===== config.mk =====
export PLATFORM = sky130hd
export DESIGN_NAME = dct_top
export DESIGN_NICKNAME = d
export VERILOG_FILES = /design/src/rtl/dct_pkg.sv /design/src/rtl/dct_top.sv
export SDC_FILE = /design/constraint.sdc
export NUM_CORES = 1
export LEC_CHECK = 0
export BUFFER_PORTS_ARGS = -buffer_cell sky130_fd_sc_hd__buf_4
export CORE_MARGIN = 2
export CORE_UTILIZATION = 30
export DETAILED_ROUTE_END_ITERATION = 10
export GPL_ROUTABILITY_DRIVEN = 0
export SLEW_MARGIN = 25
export SYNTH_ARGS = -nofsm -noshare
export SYNTH_HDL_FRONTEND = slang
export SYNTH_SLANG_ARGS = --single-unit
export TNS_END_PERCENT = 1

===== constraint.sdc =====
create_clock -name sys_clk_in -period 2.15 [get_ports sys_clk_in]
set_input_delay 0.43 -clock sys_clk_in [delete_from_list [all_inputs] [get_ports sys_clk_in]]
set_output_delay 0.43 -clock sys_clk_in [all_outputs]
set_load 0.02 [all_outputs]

===== src/rtl/dct_pkg.sv =====
// package: register map, field positions and types of the dual counter timer
package dct_pkg;
   // register indices; each register sits at four times its index on the apb bus
   localparam logic [7:0] IDX_CONTROL = 8'h4B;
   localparam logic [7:0] IDX_LOW_CNT = 8'h4C;
   localparam logic [7:0] IDX_HIGH_CNT = 8'h4D;
   localparam logic [7:0] IDX_DATA = 8'h4E;
   localparam logic [7:0] IDX_ENABLE = 8'h4F;
   localparam logic [7:0] IDX_IRQ_EN = 8'h50;
   localparam int ADDR_W = 12;
   localparam logic [ADDR_W-1:0] ADDR_CONTROL = {2'b00, IDX_CONTROL, 2'b00};
   localparam logic [ADDR_W-1:0] ADDR_LOW_CNT = {2'b00, IDX_LOW_CNT, 2'b00};
   localparam logic [ADDR_W-1:0] ADDR_HIGH_CNT = {2'b00, IDX_HIGH_CNT, 2'b00};
   localparam logic [ADDR_W-1:0] ADDR_DATA = {2'b00, IDX_DATA, 2'b00};
   localparam logic [ADDR_W-1:0] ADDR_ENABLE = {2'b00, IDX_ENABLE, 2'b00};
   localparam logic [ADDR_W-1:0] ADDR_IRQ_EN = {2'b00, IDX_IRQ_EN, 2'b00};
   // control register fields
   localparam int CTL_LOSS = 0;
   localparam int CTL_LCF = 1;
   localparam int CTL_HCF = 2;
   localparam int CTL_EN = 3;
   localparam int CTL_ENA = 4;
   localparam int CTL_ENB = 5;
   localparam int CTL_SEL0 = 6;
   localparam int CTL_SEL1 = 7;
   // data register fields
   localparam int DAT_CMP_ON = 6;
   localparam int DAT_WIDTH = 7;
   localparam logic [5:0] DAT_OUT_RST = 6'h00;
   // enable register fields
   localparam int ENR_HSEL0 = 6;
   localparam int ENR_HSEL1 = 7;
   localparam logic [7:0] ENR_RST = 8'hC0;
   localparam logic [7:0] CNT_FULL = 8'hFF;
   localparam logic [7:0] CNT_ONE = 8'h01;
   localparam logic [7:0] BYTE_ZERO = 8'h00;

   typedef struct packed {
      logic main_clk;
      logic aux_clk;
      logic comparator_signal;
      logic timer_input_pin;
   } dct_src_s;
endpackage


===== src/rtl/dct_top.sv =====
// dual 8-bit / cascaded 16-bit counter timer with apb register access
`timescale 1ns/1ps
`default_nettype none
module dct_top
(
   // clock and reset
   input  wire logic              sys_clk_in,
   input  wire logic              rst_in,
   // apb slave
   input  wire logic              psel_in,
   input  wire logic              penable_in,
   input  wire logic              pwrite_in,
   input  wire logic [11:0]       paddr_in,
   input  wire logic [31:0]       pwdata_in,
   output logic      [31:0]       prdata_out,
   output logic                   pready_out,
   output logic                   pslverr_out,
   // clock and enable sources
   input  wire dct_pkg::dct_src_s src_in,
   // outputs
   output logic                   irq_out,
   output logic                   comparator_select_out,
   output logic      [5:0]        port_data_out,
   output logic      [5:0]        port_oe_n_out
);
   // ------------------------------------------------------------
   // synchronisers and edge detect
   // ------------------------------------------------------------
   logic [3:0] sync1_q;
   logic [3:0] sync2_q;
   logic [3:0] sync3_q;
   logic [3:0] src_raw;
   assign src_raw = {src_in.timer_input_pin, src_in.comparator_signal,
                     src_in.aux_clk, src_in.main_clk};
   always_ff @(posedge sys_clk_in)
   begin
      if (rst_in)
      begin
         sync1_q <= 4'h0;
         sync2_q <= 4'h0;
         sync3_q <= 4'h0;
      end
      else
      begin
         // the main clock is the system clock domain's own tick source
         sync1_q <= src_raw;
         sync2_q <= sync1_q;
         sync3_q <= sync2_q;
      end
   end
   logic [3:0] rise;
   assign rise = sync2_q & ~sync3_q;
   logic main_tick;
   logic aux_tick;
   logic cmp_tick;
   logic pin_tick;
   logic cmp_lvl;
   logic pin_lvl;
   // main clock counts every system cycle so reads stay synchronous
   assign main_tick = 1'b1;
   assign aux_tick = rise[1];
   assign cmp_tick = rise[2];
   assign pin_tick = rise[3];
   assign cmp_lvl = sync2_q[2];
   assign pin_lvl = sync2_q[3];
   // ------------------------------------------------------------
   // registers
   // ------------------------------------------------------------
   logic [7:0] low_counter_q;
   logic [7:0] high_counter_q;
   logic       enable_a_q;
   logic       enable_b_q;
   logic       low_clk_sel0_q;
   logic       low_clk_sel1_q;
   logic       high_clk_sel0_q;
   logic       high_clk_sel1_q;
   logic       low_carry_flag_q;
   logic       high_carry_flag_q;
   logic       enable_loss_flag_q;
   logic       comparator_on_q;
   logic       width_select_q;
   logic [5:0] data_out_q;
   logic [5:0] data_oe_q;
   logic       periph_irq_enable_q;
   logic wr;
   assign wr = psel_in & penable_in & pwrite_in;
   function automatic logic hit(input logic [11:0] a, input logic [11:0] r);
      hit = (a == r);
   endfunction
   logic mapped;
   assign mapped = hit(paddr_in, dct_pkg::ADDR_CONTROL) | hit(paddr_in, dct_pkg::ADDR_LOW_CNT)
                 | hit(paddr_in, dct_pkg::ADDR_HIGH_CNT) | hit(paddr_in, dct_pkg::ADDR_DATA)
                 | hit(paddr_in, dct_pkg::ADDR_ENABLE) | hit(paddr_in, dct_pkg::ADDR_IRQ_EN);
   logic wr_ctl;
   logic wr_lcnt;
   logic wr_hcnt;
   logic wr_dat;
   logic wr_ena;
   logic wr_ie;
   assign wr_ctl = wr & hit(paddr_in, dct_pkg::ADDR_CONTROL);
   assign wr_lcnt = wr & hit(paddr_in, dct_pkg::ADDR_LOW_CNT);
   assign wr_hcnt = wr & hit(paddr_in, dct_pkg::ADDR_HIGH_CNT);
   assign wr_dat = wr & hit(paddr_in, dct_pkg::ADDR_DATA);
   assign wr_ena = wr & hit(paddr_in, dct_pkg::ADDR_ENABLE);
   assign wr_ie = wr & hit(paddr_in, dct_pkg::ADDR_IRQ_EN);
   // ------------------------------------------------------------
   // enable and clock selection
   // ------------------------------------------------------------
   logic low_count_enable;
   always_comb
   begin
      case ({enable_b_q, enable_a_q})
         2'b00:   low_count_enable = 1'b0;
         2'b01:   low_count_enable = 1'b1;
         2'b10:   low_count_enable = pin_lvl;
         default: low_count_enable = cmp_lvl;
      endcase
   end
   logic low_count_clock;
   always_comb
   begin
      case ({low_clk_sel1_q, low_clk_sel0_q})
         2'b00:   low_count_clock = cmp_tick;
         2'b01:   low_count_clock = aux_tick;
         default: low_count_clock = main_tick;
      endcase
   end
   logic high_own_clock;
   always_comb
   begin
      case ({high_clk_sel1_q, high_clk_sel0_q})
         2'b00:   high_own_clock = pin_tick;
         2'b01:   high_own_clock = aux_tick;
         default: high_own_clock = main_tick;
      endcase
   end
   logic high_count_clock;
   logic low_carry;
   logic high_count_enable;
   logic high_carry;
   // cascade: shared clock, low carry gates the high byte
   assign high_count_clock = width_select_q ? low_count_clock : high_own_clock;
   assign low_carry = (low_counter_q == dct_pkg::CNT_FULL);
   assign high_count_enable = width_select_q ? (low_carry & low_count_enable) : 1'b1;
   assign high_carry = (high_counter_q == dct_pkg::CNT_FULL) & high_count_enable;
   logic low_step;
   logic high_step;
   assign low_step = low_count_clock & low_count_enable;
   assign high_step = high_count_clock & high_count_enable;
   // carry fires exactly when a step wraps the full count
   logic low_wrap;
   logic high_wrap;
   assign low_wrap = low_step & low_carry & ~wr_lcnt;
   assign high_wrap = high_step & high_carry & ~wr_hcnt;
   // external loss: a falling edge of the selected source level itself, so a change of
   // the enable bits (even from pin to comparator) can never raise the flag
   logic ext_src;
   logic loss_evt;
   assign ext_src = enable_b_q & ~wr_ctl;
   assign loss_evt = ext_src & (enable_a_q ? (sync3_q[2] & ~sync2_q[2])
                                           : (sync3_q[3] & ~sync2_q[3]));
   // ------------------------------------------------------------
   // counters
   // ------------------------------------------------------------
   always_ff @(posedge sys_clk_in)
   begin
      if (rst_in)
         low_counter_q <= dct_pkg::BYTE_ZERO;
      else if (wr_lcnt)
         low_counter_q <= pwdata_in[7:0];
      else if (low_step)
         low_counter_q <= low_counter_q + dct_pkg::CNT_ONE;
   end
   always_ff @(posedge sys_clk_in)
   begin
      if (rst_in)
         high_counter_q <= dct_pkg::BYTE_ZERO;
      else if (wr_hcnt)
         high_counter_q <= pwdata_in[7:0];
      else if (high_step)
         high_counter_q <= high_counter_q + dct_pkg::CNT_ONE;
   end
   // ------------------------------------------------------------
   // control register and flags (carry set wins over clear; a control write wins over a loss edge)
   // ------------------------------------------------------------
   always_ff @(posedge sys_clk_in)
   begin
      if (rst_in)
      begin
         enable_a_q <= 1'b0;
         enable_b_q <= 1'b0;
         low_clk_sel0_q <= 1'b0;
         low_clk_sel1_q <= 1'b0;
      end
      else if (wr_ctl)
      begin
         enable_a_q <= pwdata_in[dct_pkg::CTL_ENA];
         enable_b_q <= pwdata_in[dct_pkg::CTL_ENB];
         low_clk_sel0_q <= pwdata_in[dct_pkg::CTL_SEL0];
         low_clk_sel1_q <= pwdata_in[dct_pkg::CTL_SEL1];
      end
   end
   always_ff @(posedge sys_clk_in)
   begin
      if (rst_in)
         low_carry_flag_q <= 1'b0;
      else if (low_wrap & ~width_select_q)
         low_carry_flag_q <= 1'b1;
      else if (wr_ctl)
         low_carry_flag_q <= pwdata_in[dct_pkg::CTL_LCF];
   end
   always_ff @(posedge sys_clk_in)
   begin
      if (rst_in)
         high_carry_flag_q <= 1'b0;
      else if (high_wrap)
         high_carry_flag_q <= 1'b1;
      else if (wr_ctl)
         high_carry_flag_q <= pwdata_in[dct_pkg::CTL_HCF];
   end
   always_ff @(posedge sys_clk_in)
   begin
      if (rst_in)
         enable_loss_flag_q <= 1'b0;
      else if (loss_evt)
         enable_loss_flag_q <= 1'b1;
      else if (wr_ctl)
         enable_loss_flag_q <= pwdata_in[dct_pkg::CTL_LOSS];
   end

   // ------------------------------------------------------------
   // data, enable and interrupt enable registers
   // ------------------------------------------------------------
   always_ff @(posedge sys_clk_in)
   begin
      if (rst_in)
      begin
         data_out_q <= dct_pkg::DAT_OUT_RST;
         width_select_q <= 1'b0;
         comparator_on_q <= 1'b0;
      end
      else if (wr_dat)
      begin
         data_out_q <= pwdata_in[5:0];
         width_select_q <= pwdata_in[dct_pkg::DAT_WIDTH];
         // sticky: only reset returns the pin to its segment use
         comparator_on_q <= comparator_on_q | pwdata_in[dct_pkg::DAT_CMP_ON];
      end
   end

   always_ff @(posedge sys_clk_in)
   begin
      if (rst_in)
      begin
         data_oe_q <= dct_pkg::ENR_RST[5:0];
         high_clk_sel0_q <= dct_pkg::ENR_RST[dct_pkg::ENR_HSEL0];
         high_clk_sel1_q <= dct_pkg::ENR_RST[dct_pkg::ENR_HSEL1];
      end
      else if (wr_ena)
      begin
         data_oe_q <= pwdata_in[5:0];
         high_clk_sel0_q <= pwdata_in[dct_pkg::ENR_HSEL0];
         high_clk_sel1_q <= pwdata_in[dct_pkg::ENR_HSEL1];
      end
   end

   always_ff @(posedge sys_clk_in)
   begin
      if (rst_in)
         periph_irq_enable_q <= 1'b0;
      else if (wr_ie)
         periph_irq_enable_q <= pwdata_in[0];
   end

   // ------------------------------------------------------------
   // read mux and outputs
   // ------------------------------------------------------------
   logic [7:0] ctl_rd;
   assign ctl_rd = {low_clk_sel1_q, low_clk_sel0_q, enable_b_q, enable_a_q,
                    low_count_enable, high_carry_flag_q, low_carry_flag_q,
                    enable_loss_flag_q};

   always_ff @(posedge sys_clk_in)
   begin
      if (rst_in)
         prdata_out <= 32'h0000_0000;
      else if (psel_in & ~penable_in & ~pwrite_in)
      begin
         // reads only sample state, so counting is never disturbed
         case (1'b1)
            hit(paddr_in, dct_pkg::ADDR_CONTROL):  prdata_out <= {24'h00_0000, ctl_rd};
            hit(paddr_in, dct_pkg::ADDR_LOW_CNT):  prdata_out <= {24'h00_0000, low_counter_q};
            hit(paddr_in, dct_pkg::ADDR_HIGH_CNT): prdata_out <= {24'h00_0000, high_counter_q};
            hit(paddr_in, dct_pkg::ADDR_DATA):
               prdata_out <= {24'h00_0000, width_select_q, comparator_on_q, data_out_q};
            hit(paddr_in, dct_pkg::ADDR_ENABLE):
               prdata_out <= {24'h00_0000, high_clk_sel1_q, high_clk_sel0_q, data_oe_q};
            hit(paddr_in, dct_pkg::ADDR_IRQ_EN):
               prdata_out <= {31'h0000_0000, periph_irq_enable_q};
            default: prdata_out <= 32'h0000_0000;
         endcase
      end
   end

   assign pready_out = 1'b1;
   assign pslverr_out = psel_in & penable_in & ~mapped;
   // low flag still requests in 16-bit mode when software sets it
   assign irq_out = periph_irq_enable_q
                  & (low_carry_flag_q | high_carry_flag_q | enable_loss_flag_q);
   assign comparator_select_out = comparator_on_q;
   assign port_data_out = data_out_q;
   assign port_oe_n_out = ~data_oe_q;
   logic unused;
   assign unused = &{rise[0], sync2_q[1:0], 1'b0};
endmodule
`default_nettype wire


==> run summary, run 1 <==
The highest layer touched by signal routing is met4. The total of warnings raised by yosys is 0. The number of buffers created by CTS came out at 9.

The via count of the first global-routing pass was 2886. The class of the most critical hold timing path is primary input to flop. The number of antenna violations at the first check in global routing is 0. The number of nets in the layout came out at 497. Entering global routing, the biggest net connects 29 pins. The total via count in the routed design is 2937. The first-pass GRT wire length is 14.8 mm. In the post-synthesis netlist, the biggest area contributors are dfxtp_1, mux2i_1, buf_4.

The total congestion overflow came out at 0. The count of max-cap constraint violations came out at 0. The number of design-rule violations left by the first detailed-router iteration came out at 166. For the pin with the worst max-slew slack, the measured transition is 0.658 ns. The cell count after synthesis came out at 373. The maximum clock frequency is 471 MHz. The final hold slack came out at 0.292 ns. In the synthesized netlist the dominant register cell turns out to be dfxtp_1.

Setup repair after global routing left no endpoint under its margin. The maximum clock path buffer count came out at 2. The synthesized area per cell came out at 8.71 sq um. The share of final-layout standard cells stronger than drive strength 1 is 0.253. In this run the tool buffered the top-level ports with 50 buffer cells. The overall global routing resource usage is 0.166.

The run finished with clean final reports. The die is 108 um wide. The final count of pins violating max slew is 0. At the worst endpoint, the required time is 1.72 ns. The worst setup skew after layout is 0.0145 ns. The total number of H-tree levels came out at 3. The clock latency of the later-clocked register in the worst-skew pair came out at 0.35 ns. The largest voltage drop on the vdd net is 0.302 mV. TritonCTS built the clock tree. The worst setup path is launched from a primary input. The standard cell area after detailed placement is 3820 sq um. The cell taking the most area after synthesis is dfxtp_1.

The static leakage came out at 1.60 nW. The number of flops mapped to enable cells by yosys came out at 0. The effective utilization at floorplan came out at 0.312.

Dividing total power by cell area gives a power density of 584 nW/um^2. Detailed routing placed a total of 4.23 mm of wire on met2. The number of antenna-violating nets in the routed design came out at 0.

For this run, design rule violations remaining after detail routing come to 0. Summing every instance area after synthesis gives 3250 sq um. Setup violations remaining at the end of the flow were counted as 0. The number of detailed-routing iterations run before antenna repair is 4. The top cell type's share of synthesized area is 0.351.

The share of synthesized area occupied by flip-flops and latches came out at 0.351. The core region area is 10400 sq um. The part of the cycle the worst path needs came out at 0.988. The clock transition at the registers of the reported paths came out at 0.07 ns. The maximum net fanout on the critical path is 3. The share of flip-flops with an asynchronous set or reset after synthesis came out at 0.

The average vias per placed instance is 5.04. The finished cells cover 4050 sq um. The synthesis-stage register bit count is 57. The routed length on met3 is 588 um.

The clock drives 57 sinks. The final wirelength came out at 9.20 mm. The I/O pin count came out at 101.

The tree is rooted in a clkbuf_8. The count of distinct cell types in the synthesized netlist came out at 61. The die span in y is 108 um.

The final hold violation count came out at 0. The clock period could shrink to 2.13 ns. The full die area came out at 11700 sq um. The routed metal-1 wire length is 4.21 mm. The worst max-slew margin expressed relative to the limit came out at 0.557.

The post-detailed-route wirelength per cell came out at 15.8 um. The number of antenna diodes in the final layout is 0. The detailed-placement wirelength estimate is 6.88 mm.

The site row count came out at 37. The worst setup path is of the primary input to output port kind. The data arrival time at the worst-slack endpoint is 1.70 ns. The worst setup path is captured at an output port. Compared with the post-synthesis result, the final layout area differs by 24.8%.
synthesized netlist by cell type (all sizes together) (2+ instances only):
library cell / instances
nand2b: 2
and2: 3
a211oi: 12
mux2i: 26
nand4: 7
a2111oi: 5
clkbuf: 9
nor4b: 2
nor2: 52
a22oi: 2
nor2b: 9
and3b: 3
xnor2: 6
a211o: 2
or3b: 2
a311oi: 3
buf: 35
nor3: 7
or4: 2
a21o: 2
nor4: 8
ha: 2
a21oi: 20
conb: 2
nand3: 5
inv: 13
and4: 2
o2111ai: 2
nor3b: 5
o21ai: 12
nand3b: 4
mux4: 4
dfxtp: 57
o211ai: 5
or3: 5
and3: 5
nand2: 19
repair_timing:
item | in CTS | in global routing
setup endpoints to repair | 1 | 1
hold buffers | 0 | 0
pin swaps | 1 | 0
setup buffers | 1 | 0
gates resized for setup | 3 | 1
where the power goes:
group / leakage, nW / internal, mW / switching, mW / total (mW)
Sequential: 0.462 / 1.07 / 0.0157 / 1.09
Clock: 0.0985 / 0.568 / 0.487 / 1.06
Combinational: 1.04 / 0.0852 / 0.139 / 0.225
cell families after synthesis:
logic type / after synthesis / share of synthesized area
fa+ha+maj: 2 / 0.00770
mux: 31 / 0.114
simple gates: 145 / 0.248
compound gates: 72 / 0.156
buf+inv: 57 / 0.102
flops: 57 / 0.351
other cells: 2 / 0.00231
xor+xnor: 7 / 0.0189
worst paths after layout:
check	startpoint	end	slack [ns]	cells after the start
worst max-delay path	paddr_in[1]	pslverr_out	0.02	6
worst min-delay path	src_in[0]	sync1_q[3]	0.29	2
worst max register to register	low_clk_sel0_q	high_counter_q[6]	0.15	6
worst min register to register	sync1_q[1]	sync2_q[1]	0.44	1
sequential cells by signal (all words and copies together) (netlist names):
name,flops
comparator_select_out,1
sync2_q,3
prdata_out,8
sync3_q,3
low_counter_q,8
enable_loss_flag_q,1
high_counter_q,8
low_carry_flag_q,1
high_clk_sel1_q,1
periph_irq_enable_q,1
data_oe_q,6
low_clk_sel1_q,1
high_carry_flag_q,1
enable_a_q,1
enable_b_q,1
sync1_q,3
low_clk_sel0_q,1
high_clk_sel0_q,1
port_data_out,6
width_select_q,1
metrics by stage:
step           TNS (ns)  power [mW]  cells  utilization  setup WS, ns
2_1_floorplan         0        1.27    396            -        0.0314
3_3_place_gp    -0.0589        1.33    566        0.367       -0.0589
3_5_place_dp    -0.0868        1.33    566        0.367       -0.0868
4_1_cts               0        2.37    583        0.389        0.0340
5_1_grt               0        2.45    583        0.389       0.00395
6_report              0        2.37    583        0.389        0.0247
layout by cell type, fill, tap and decap left out, types with 3 or more instances in the layout:
cell,count
a2111oi_0,4
a211oi_1,10
a21oi_1,20
a311oi_1,3
and2_1,3
and3_1,5
and3b_1,3
buf_4,78
clkbuf_8,10
conb_1,25
dfxtp_1,57
inv_1,13
mux2i_1,26
nand2_1,19
nand3_1,4
nand3b_1,3
nand4_1,7
nor2_1,52
nor2b_1,9
nor3_1,6
nor3b_1,4
nor4_1,6
o211ai_1,5
o21ai_0,12
or3_1,5
xnor2_1,6
cell type report:
| class | instances | area [sq um] |
|---|---|---|
| Tap cell | 136 | 170 |
| Clock inverter | 6 | 67.6 |
| Sequential cell | 57 | 1140 |
| Clock buffer | 10 | 138 |
| Multi-Input combinational cell | 282 | 1880 |
| Timing Repair Buffer | 79 | 606 |
| Inverter | 13 | 48.8 |
| Fill cell | 1067 | 6360 |
worst max-delay path: stages:
cell    delay (ns)
buf_4         0.13
or4_4         0.55
nor4_2        0.23
buf_4         0.16
nor4_1        0.05
buf_4         0.16
per-layer routing:
| metal | global-route usage | vias up |
|---|---|---|
| li1 | - | 1437 |
| met1 | 0.218 | 1385 |
| met2 | 0.267 | 102 |
| met3 | 0.0271 | 13 |
| met4 | 0.0760 | 0 |
| met5 | 0 | - |
Power figures use the tool's default switching activity.
==> inputs of run 2 (changes only) <==
==> constraint.sdc (replaced) <==
create_clock -name sys_clk_in -period 2.15 [get_ports sys_clk_in]
set_input_delay 0.43 -clock sys_clk_in [delete_from_list [all_inputs] [get_ports sys_clk_in]]
set_output_delay 0.43 -clock sys_clk_in [all_outputs]
set_load 0.005 [all_outputs]
==> run 2 against run 1 <==
Compared with the run above: first-iteration DRC count decreased by 5.4%; sequential power about the same; routed wire length fell by 0.92%; combinational power fell by 15%; count of clock-buffer cells in the layout is 1 higher; global-route usage barely moved; register-to-register slack improved by 0.04 ns; non-clock buffer count decreased by 4; die area unchanged; largest power group is now the clock network; highest routed layer unchanged.
==> run summary, run 2 (synthesis gave the netlist of run 1 again) <==
The count of max-cap constraint violations came to 0 (unchanged). Following the worst setup path forward leads to its endpoint at pslverr_out. The standard cell area after detailed placement is 3800 sq um (-0.59%). The worst reg-to-reg path cell count is 5 (-1). The worst-case register-to-register setup slack is 0.19 ns (+0.04 ns). CTS placed an instance of clkbuf_8 at the clock tree root. The endpoint kind of the worst setup timing path is an output port.

The areal power density over the cells came out at 598 nW/um^2 (+2.4%). The flow ran to the end, and the final reports show no timing, DRC or antenna violations. The detailed-placement wirelength estimate came to 6.86 mm (-0.36%).

The most common cell after layout, fill and taps aside is buf_4. The sort of element at the start of the critical path is a primary input. The critical path is of the primary input to output port type. The clock period minus final worst setup slack is 2.13 ns (+0.00179 ns).

The site row count is 37 (unchanged). The largest voltage drop on the vdd net came to 0.247 mV (-18%). The die outline width came out at 108 um (unchanged). The die span in y is 108 um (unchanged).

The total number of H-tree levels came out at 3 (unchanged). The number of antenna violations at the first check in global routing came to 0 (unchanged). The I/O pin count is 101 (unchanged).

The number of design-rule violations left by the first detailed-router iteration came out at 157 (-5.4%). The first-pass GRT wire length came out at 14.8 mm (-0.18%). The overall global routing resource usage came out at 0.166 (-0.000190). The via count of the first global-routing pass is 2789 (-3.4%). The number of remaining DRC errors came out at 0 (unchanged).

The setup slack of the critical path after layout came out at 0.0230 ns (-0.00179 ns). The slew at the pin closest to its max-slew limit is 0.629 ns (-0.0294 ns). The count of buffer and inverter cells on the critical path came to 3 (unchanged). The number of buffers added for setup after CTS was 0 (-1). The post-detailed-route wirelength per cell was 15.8 um (+0.11%). The final setup TNS is 0 ns (unchanged). The number of detailed-routing iterations run before antenna repair came to 4 (unchanged).

The final hold violation count came out at 0 (unchanged). The number of antenna-violating nets in the routed design came out at 0 (unchanged). The number of buffers created by CTS came out at 9 (unchanged). The total stage count of the critical path is 6 (unchanged). The clock transition at the registers of the reported paths came to 0.06 ns (about the same). The worst register-to-register path ends at high_counter_q[7]. The hold-fix buffer count after cts was 0 (unchanged). In this run the worst setup path begins at paddr_in[1].

The worst flop-to-flop path startpoint is low_counter_q[4]. The largest stage delay on the critical path was 0.57 ns (+0.02 ns). In this run the worst hold path is classified as primary input to flop. The average vias per placed instance is 5.04 (about the same).

The maximum clock path buffer count came out at 2 (unchanged). The total congestion overflow is 0 (unchanged). The cell family contributing the most delay on the critical path is simple AND/OR/NAND/NOR gates. The library cells used most frequently in the layout, excluding fill and tap cells, are buf_4, dfxtp_1, nor2_1. The minimum setup slack after placement came out at -0.0532 ns (+0.0335 ns). The required arrival time at the worst endpoint came out at 1.72 ns (about the same). The final wirelength came out at 9.12 mm (-0.92%).

TritonCTS built the clock tree. The maximum clock frequency is 470 MHz (about the same). The static leakage is 1.61 nW (+0.91%). The layout overhead on the synthesized area came out at 24.6%.

The number of nets in the layout was 493 (-0.80%). The total power consumption of the routed design came out at 2.42 mW (+2.2%). The most numerous cell type found on the critical path is buf_4. The final count of pins violating max slew came out at 0 (unchanged).

The summed area of non-filler cells in the final layout is 4050 sq um (-0.19%). The count of clock tree sinks is 57 (unchanged). The share of final-layout standard cells stronger than drive strength 1 is 0.240 (-0.0124). The maximum number of pins on one net before global-route repair is 29 (unchanged).

The clock latency of the later-clocked register in the worst-skew pair came out at 0.35 ns (about the same). The effective utilization at floorplan is 0.312 (unchanged). The worst setup skew after layout was 0.00896 ns (-0.00551 ns).

The worst-path cell with the longest stage delay is or4_4. The core region area came to 10400 sq um (unchanged). The antenna diode count is 0 (unchanged). The full die area came out at 11700 sq um (unchanged). The total of endpoints with negative setup slack in the final report is 0 (unchanged). The total via count in the routed design came out at 2908 (-0.99%). The maximum net fanout on the critical path is 4 (+1).

The largest registers in the layout are high_counter_q x8, low_counter_q x8, prdata_out x8. The part of the cycle the worst path needs came to 0.989 (about the same). The number of port buffers was 50 (unchanged). The worst max-slew margin expressed relative to the limit is 0.577 (+0.0198). Walking the worst path, the cells encountered are buf_4, or4_4, nor4_4, buf_4, nor4_1, buf_4. Setup repair after global routing could not meet its margin everywhere.

The data arrival time at the worst-slack endpoint is 1.70 ns (about the same). The utilization after layout came out at 0.388 (-0.000721).
[run 2: cell count changes in the layout (fill, tap and decap cells not counted), sizes merged]
cell,change
clkinv,-2
clkbuf,+1
buf,-4
bufinv,+1
clkinvlp,-2
[run 2: final cells by class]
type                       count  area, sq um
fill                        1061         6370
clock inverter                 3         65.1
clock buffer                  11          151
tap                          136          170
timing repair buffer          75          576
sequential                    57         1140
inverter                      13         48.8
multi-input combinational    282         1890
[run 2: metrics by stage]
| stage | hold WS, ns | std cells |
|---|---|---|
| global route | 0.313 | 577 |
| global placement | 0.428 | 563 |
| finish | 0.292 | 577 |
| floorplan | 0.414 | 396 |
| detailed placement | 0.422 | 563 |
| CTS | 0.285 | 577 |
[run 2: repair_timing]
action                     in CTS  in global routing
pin swaps                       0                  1
setup endpoints to repair       1                  2
resized for setup               3                  2
[run 2: per-layer routing]
metal / part of all wire / GRT usage
met1: 0.46 / 0.220
met2: 0.46 / 0.266
met3: 0.061 / 0.0277
met4: 0.019 / 0.0687
met5: 0 / 0
[run 2: power by group]
| group | switching, mW | internal (mW) |
|---|---|---|
| sequential | 0.0154 | 1.07 |
| clock | 0.441 | 0.701 |
| combinational | 0.107 | 0.0840 |
[run 2: worst min-delay path by stage]
stage	slack [ns]	end	startpoint	depth (start not counted)
finish	0.29	sync1_q[1]	src_in[2]	2
global route	0.31	sync1_q[3]	src_in[0]	2
CTS	0.28	sync1_q[1]	src_in[2]	2
detailed placement	0.42	sync2_q[1]	sync1_q[1]	1
global placement	0.43	sync2_q[2]	sync1_q[2]	1
floorplan	0.41	sync2_q[1]	sync1_q[1]	1
==> inputs of run 3 (changes only) <==
ABC_AREA = 1   (was default)
==> run 3 against run 2 <==
Compared with the run above: synthesized cell count increased by 41%; maximum frequency increased by 4.0%; first-iteration DRC count increased by 28%; synthesized area increased by 5.5%; flip-flop and latch count unchanged; cell count increased by 27%; via count increased by 16%; setup slack improved by 0.083 ns; critical endpoint unchanged; clock skew decreased by 0.0036 ns; highest routed layer unchanged; critical path type unchanged.
==> run summary, run 3 <==
The total of endpoints with negative setup slack in the final report came out at 0 (unchanged). The number of antenna-violating nets in the routed design came to 0 (unchanged). The standard cell area after detailed placement came out at 3910 sq um (+2.8%). The count of max-cap constraint violations is 0 (unchanged). The synthesized area per cell came out at 6.52 sq um (-25%). The layout filler cell count came to 1178 (+11%). Setup repair after global routing left no endpoint under its margin.

The overall global routing resource usage came out at 0.161 (-0.00503). The number of detailed-routing iterations run before antenna repair came out at 5 (+1). The maximum clock path buffer count is 2 (unchanged). The hold-fix buffer count after cts is 0 (unchanged).

The total via count in the routed design came out at 3372 (+16%). The average vias per placed instance is 4.61 (-8.6%). The final setup TNS is 0 ns (unchanged). The antenna diode count came out at 0 (unchanged). In this run the most critical hold path is launched from src_in[2]. The part of the power in combinational logic is 0.067 (-0.012). The number of standard cells in the final layout excluding fillers is 732 (+27%). The number of nets in the layout was 639 (+30%). In this run the clock root is driven by a clkbuf_16.

The maximum number of pins on one net before global-route repair is 32 (+10%). The summed area of non-filler cells in the final layout came to 4200 sq um (+3.9%). The final hold slack is 0.304 ns (+0.0116 ns). The library cell used most frequently in the layout, excluding fill and tap cells, is nand2_1. The full die area was 12300 sq um (+5.3%). The number of remaining DRC errors is 0 (unchanged).

TritonCTS built the clock tree. The worst setup path is launched from a primary input. The layout overhead on the synthesized area is 22.6%.

The core region area is 11300 sq um (+8.2%). The number of cells on the worst hold path came out at 3 (+1). The count of distinct cell types in the synthesized netlist is 35 (-43%).

The final wirelength came out at 9.63 mm (+5.6%). The total of warnings raised by yosys came to 0 (unchanged). The internal power consumption came out at 2.06 mW (+11%). The areal power density over the cells is 637 nW/um^2 (+6.6%). The worst reg-to-reg path cell count came out at 10 (+5). After synthesis, the cell types taking the most area are dfxtp_1, nand2_1, inv_1. The number of antenna violations at the first check in global routing is 0 (unchanged). The part of the total power dissipated in sequential elements came out at 0.403 (-0.046). The maximum net fanout on the critical path is 4 (unchanged). nand2_1 is the most common cell in the netlist. The required arrival time at the worst endpoint is 1.72 ns (about the same).

The first-pass GRT wire length is 15.8 mm (+7.0%). The cell count after synthesis is 526 (+41%). The maximum clock frequency came to 489 MHz (+4.0%). The switching power of the nets came to 617 uW (+9.7%). In the final layout, the registers with the most flip-flops are high_counter_q x8, low_counter_q x8, prdata_out x8. The share of flip-flops with an asynchronous set or reset after synthesis is 0 (unchanged). The number of flops mapped to enable cells by yosys is 0 (unchanged). The site row count is 39 (+5.4%). The number of buffers created by CTS is 9 (unchanged). The final count of pins violating max slew came out at 0 (unchanged). The switching part of the total power is 0.230 (-0.00214). The post-detailed-route wirelength per cell is 13.2 um (-17%). The I/O pin count is 101 (unchanged). The part of the total power dissipated in the clock network is 0.530 (+0.058). The class of the most critical hold timing path is primary input to flop. The worst register-to-register path begins at low_counter_q[1]. The total power consumption of the routed design was 2.68 mW (+11%). STA classifies the critical path endpoint as an output port. The largest voltage drop on the vdd net is 0.299 mV (+21%). The clock transition at the registers of the reported paths is 0.05 ns (about the same). The count of clock tree sinks is 57 (unchanged). The total number of H-tree levels is 3 (unchanged). The number of buffers added for setup after CTS came out at 0 (unchanged).

The share of synthesized area occupied by flip-flops and latches was 0.333 (-0.0185). The detailed-placement wirelength estimate is 7.36 mm (+7.4%). The die outline width was 111 um (+2.6%). The top cell type's share of synthesized area came out at 0.333 (-0.0185). The total congestion overflow came out at 0 (unchanged).

The via count of the first global-routing pass is 3159 (+13%). The part of the cycle the worst path needs came to 0.951 (-0.0385). The number of design-rule violations left by the first detailed-router iteration is 201 (+28%). The clock latency of the later-clocked register in the worst-skew pair is 0.33 ns (-0.02 ns).

Among all flip-flop cells after synthesis, the most frequent one is dfxtp_1. The critical path is of the primary input to output port type. The commonest cells after synthesis are nand2_1, inv_1, dfxtp_1.

The number of port buffers came out at 50 (unchanged). The instance count after placement with tap cells included came out at 716 (+27%). Leaving out fill and tap cells, the most frequent cells in the layout are nand2_1, inv_1, buf_4.

The worst setup skew after layout is 0.00534 ns (-0.00362 ns). The share of final-layout standard cells stronger than drive strength 1 came out at 0.183 (-0.0570). The synthesized design spends more area on one cell type than any other, namely dfxtp_1. The die span in y came out at 111 um (+2.6%). The static leakage is 1.93 nW (+20%). The data arrival time at the worst-slack endpoint is 1.61 ns (-0.09 ns). The post-synth design cell area was 3430 sq um (+5.5%). The most critical setup path has its startpoint at paddr_in[9]. The count of instances resized after the clock tree is built came out at 0 (-3). The final hold violation count came out at 0 (unchanged). The effective utilization at floorplan came to 0.304 (-0.00769). The clock period minus final worst setup slack is 2.04 ns (-0.0828 ns). The run finished with clean final reports. The synthesis-stage register bit count came to 57 (unchanged).
[run 3: cell count changes in the layout (fill, tap and decap cells not counted), sizes merged, moves of 7 or more]
cell    change
a211oi     -12
a21oi      +13
buf        -13
inv        +72
mux2i      -26
nand2      +92
nand3      +45
nor2        +9
nor2b       -9
nor4        -7
o21ai      +37
xor2        +8
[run 3: final cells by class]
class	instances	area, sq um	share of cell area
Multi-Input combinational cell	367	1790	0.426
Tap cell	143	179	0.0426
Timing Repair Buffer	62	465	0.111
Sequential cell	57	1140	0.272
Inverter	87	328	0.0780
Clock buffer	11	243	0.0578
Clock inverter	5	55.1	0.0131
[run 3: power by group through the flow]
| stage | clock network [mW] | logic [mW] | registers [mW] |
|---|---|---|---|
| after detailed placement | 0 | 0.177 | 1.10 |
| after global placement | 0 | 0.173 | 1.10 |
| after floorplan | 0 | 0.125 | 1.10 |
| final | 1.42 | 0.178 | 1.08 |
| after global routing | 1.49 | 0.201 | 1.08 |
| after CTS | 1.44 | 0.177 | 1.08 |
[run 3: worst paths after layout]
path                  endpoint  slack [ns]
min                 sync1_q[1]        0.30
max reg2reg  high_counter_q[6]        0.18
min reg2reg         sync2_q[2]        0.40
max                pslverr_out        0.11
[run 3: worst max-delay path, stage by stage]
cell and delay [ns]:
buf_4 0.11, inv_2 0.05, nand2_1 0.04, nor2_1 0.37, nand2_2 0.16, nor2_4 0.13, inv_2 0.06, nand4_1 0.07
nor4_1 0.05, buf_4 0.15
[run 3: logic make-up after synthesis]
family / count (synthesis) / share of synthesized area
compound gates: 91 / 0.139
xor+xnor: 11 / 0.0281
fa+ha+maj: 2 / 0.00730
buf+inv: 125 / 0.170
flops: 57 / 0.333
other cells: 2 / 0.00219
simple gates: 238 / 0.321
[run 3: layer usage]
| layer | GRT usage | wire length (um) |
|---|---|---|
| met3 | 0.0399 | 544 |
| met4 | 0.0708 | 272 |
| met2 | 0.250 | 4400 |
| met1 | 0.211 | 4410 |
| met5 | 0 | 0 |
[run 3: metrics by stage]
step / setup slack, ns / util
6_report: 0.106 / 0.373
5_1_grt: 0.00103 / 0.373
3_5_place_dp: 0.142 / 0.346
4_1_cts: 0.135 / 0.373
3_3_place_gp: 0.141 / 0.346
2_1_floorplan: 0.469 / -
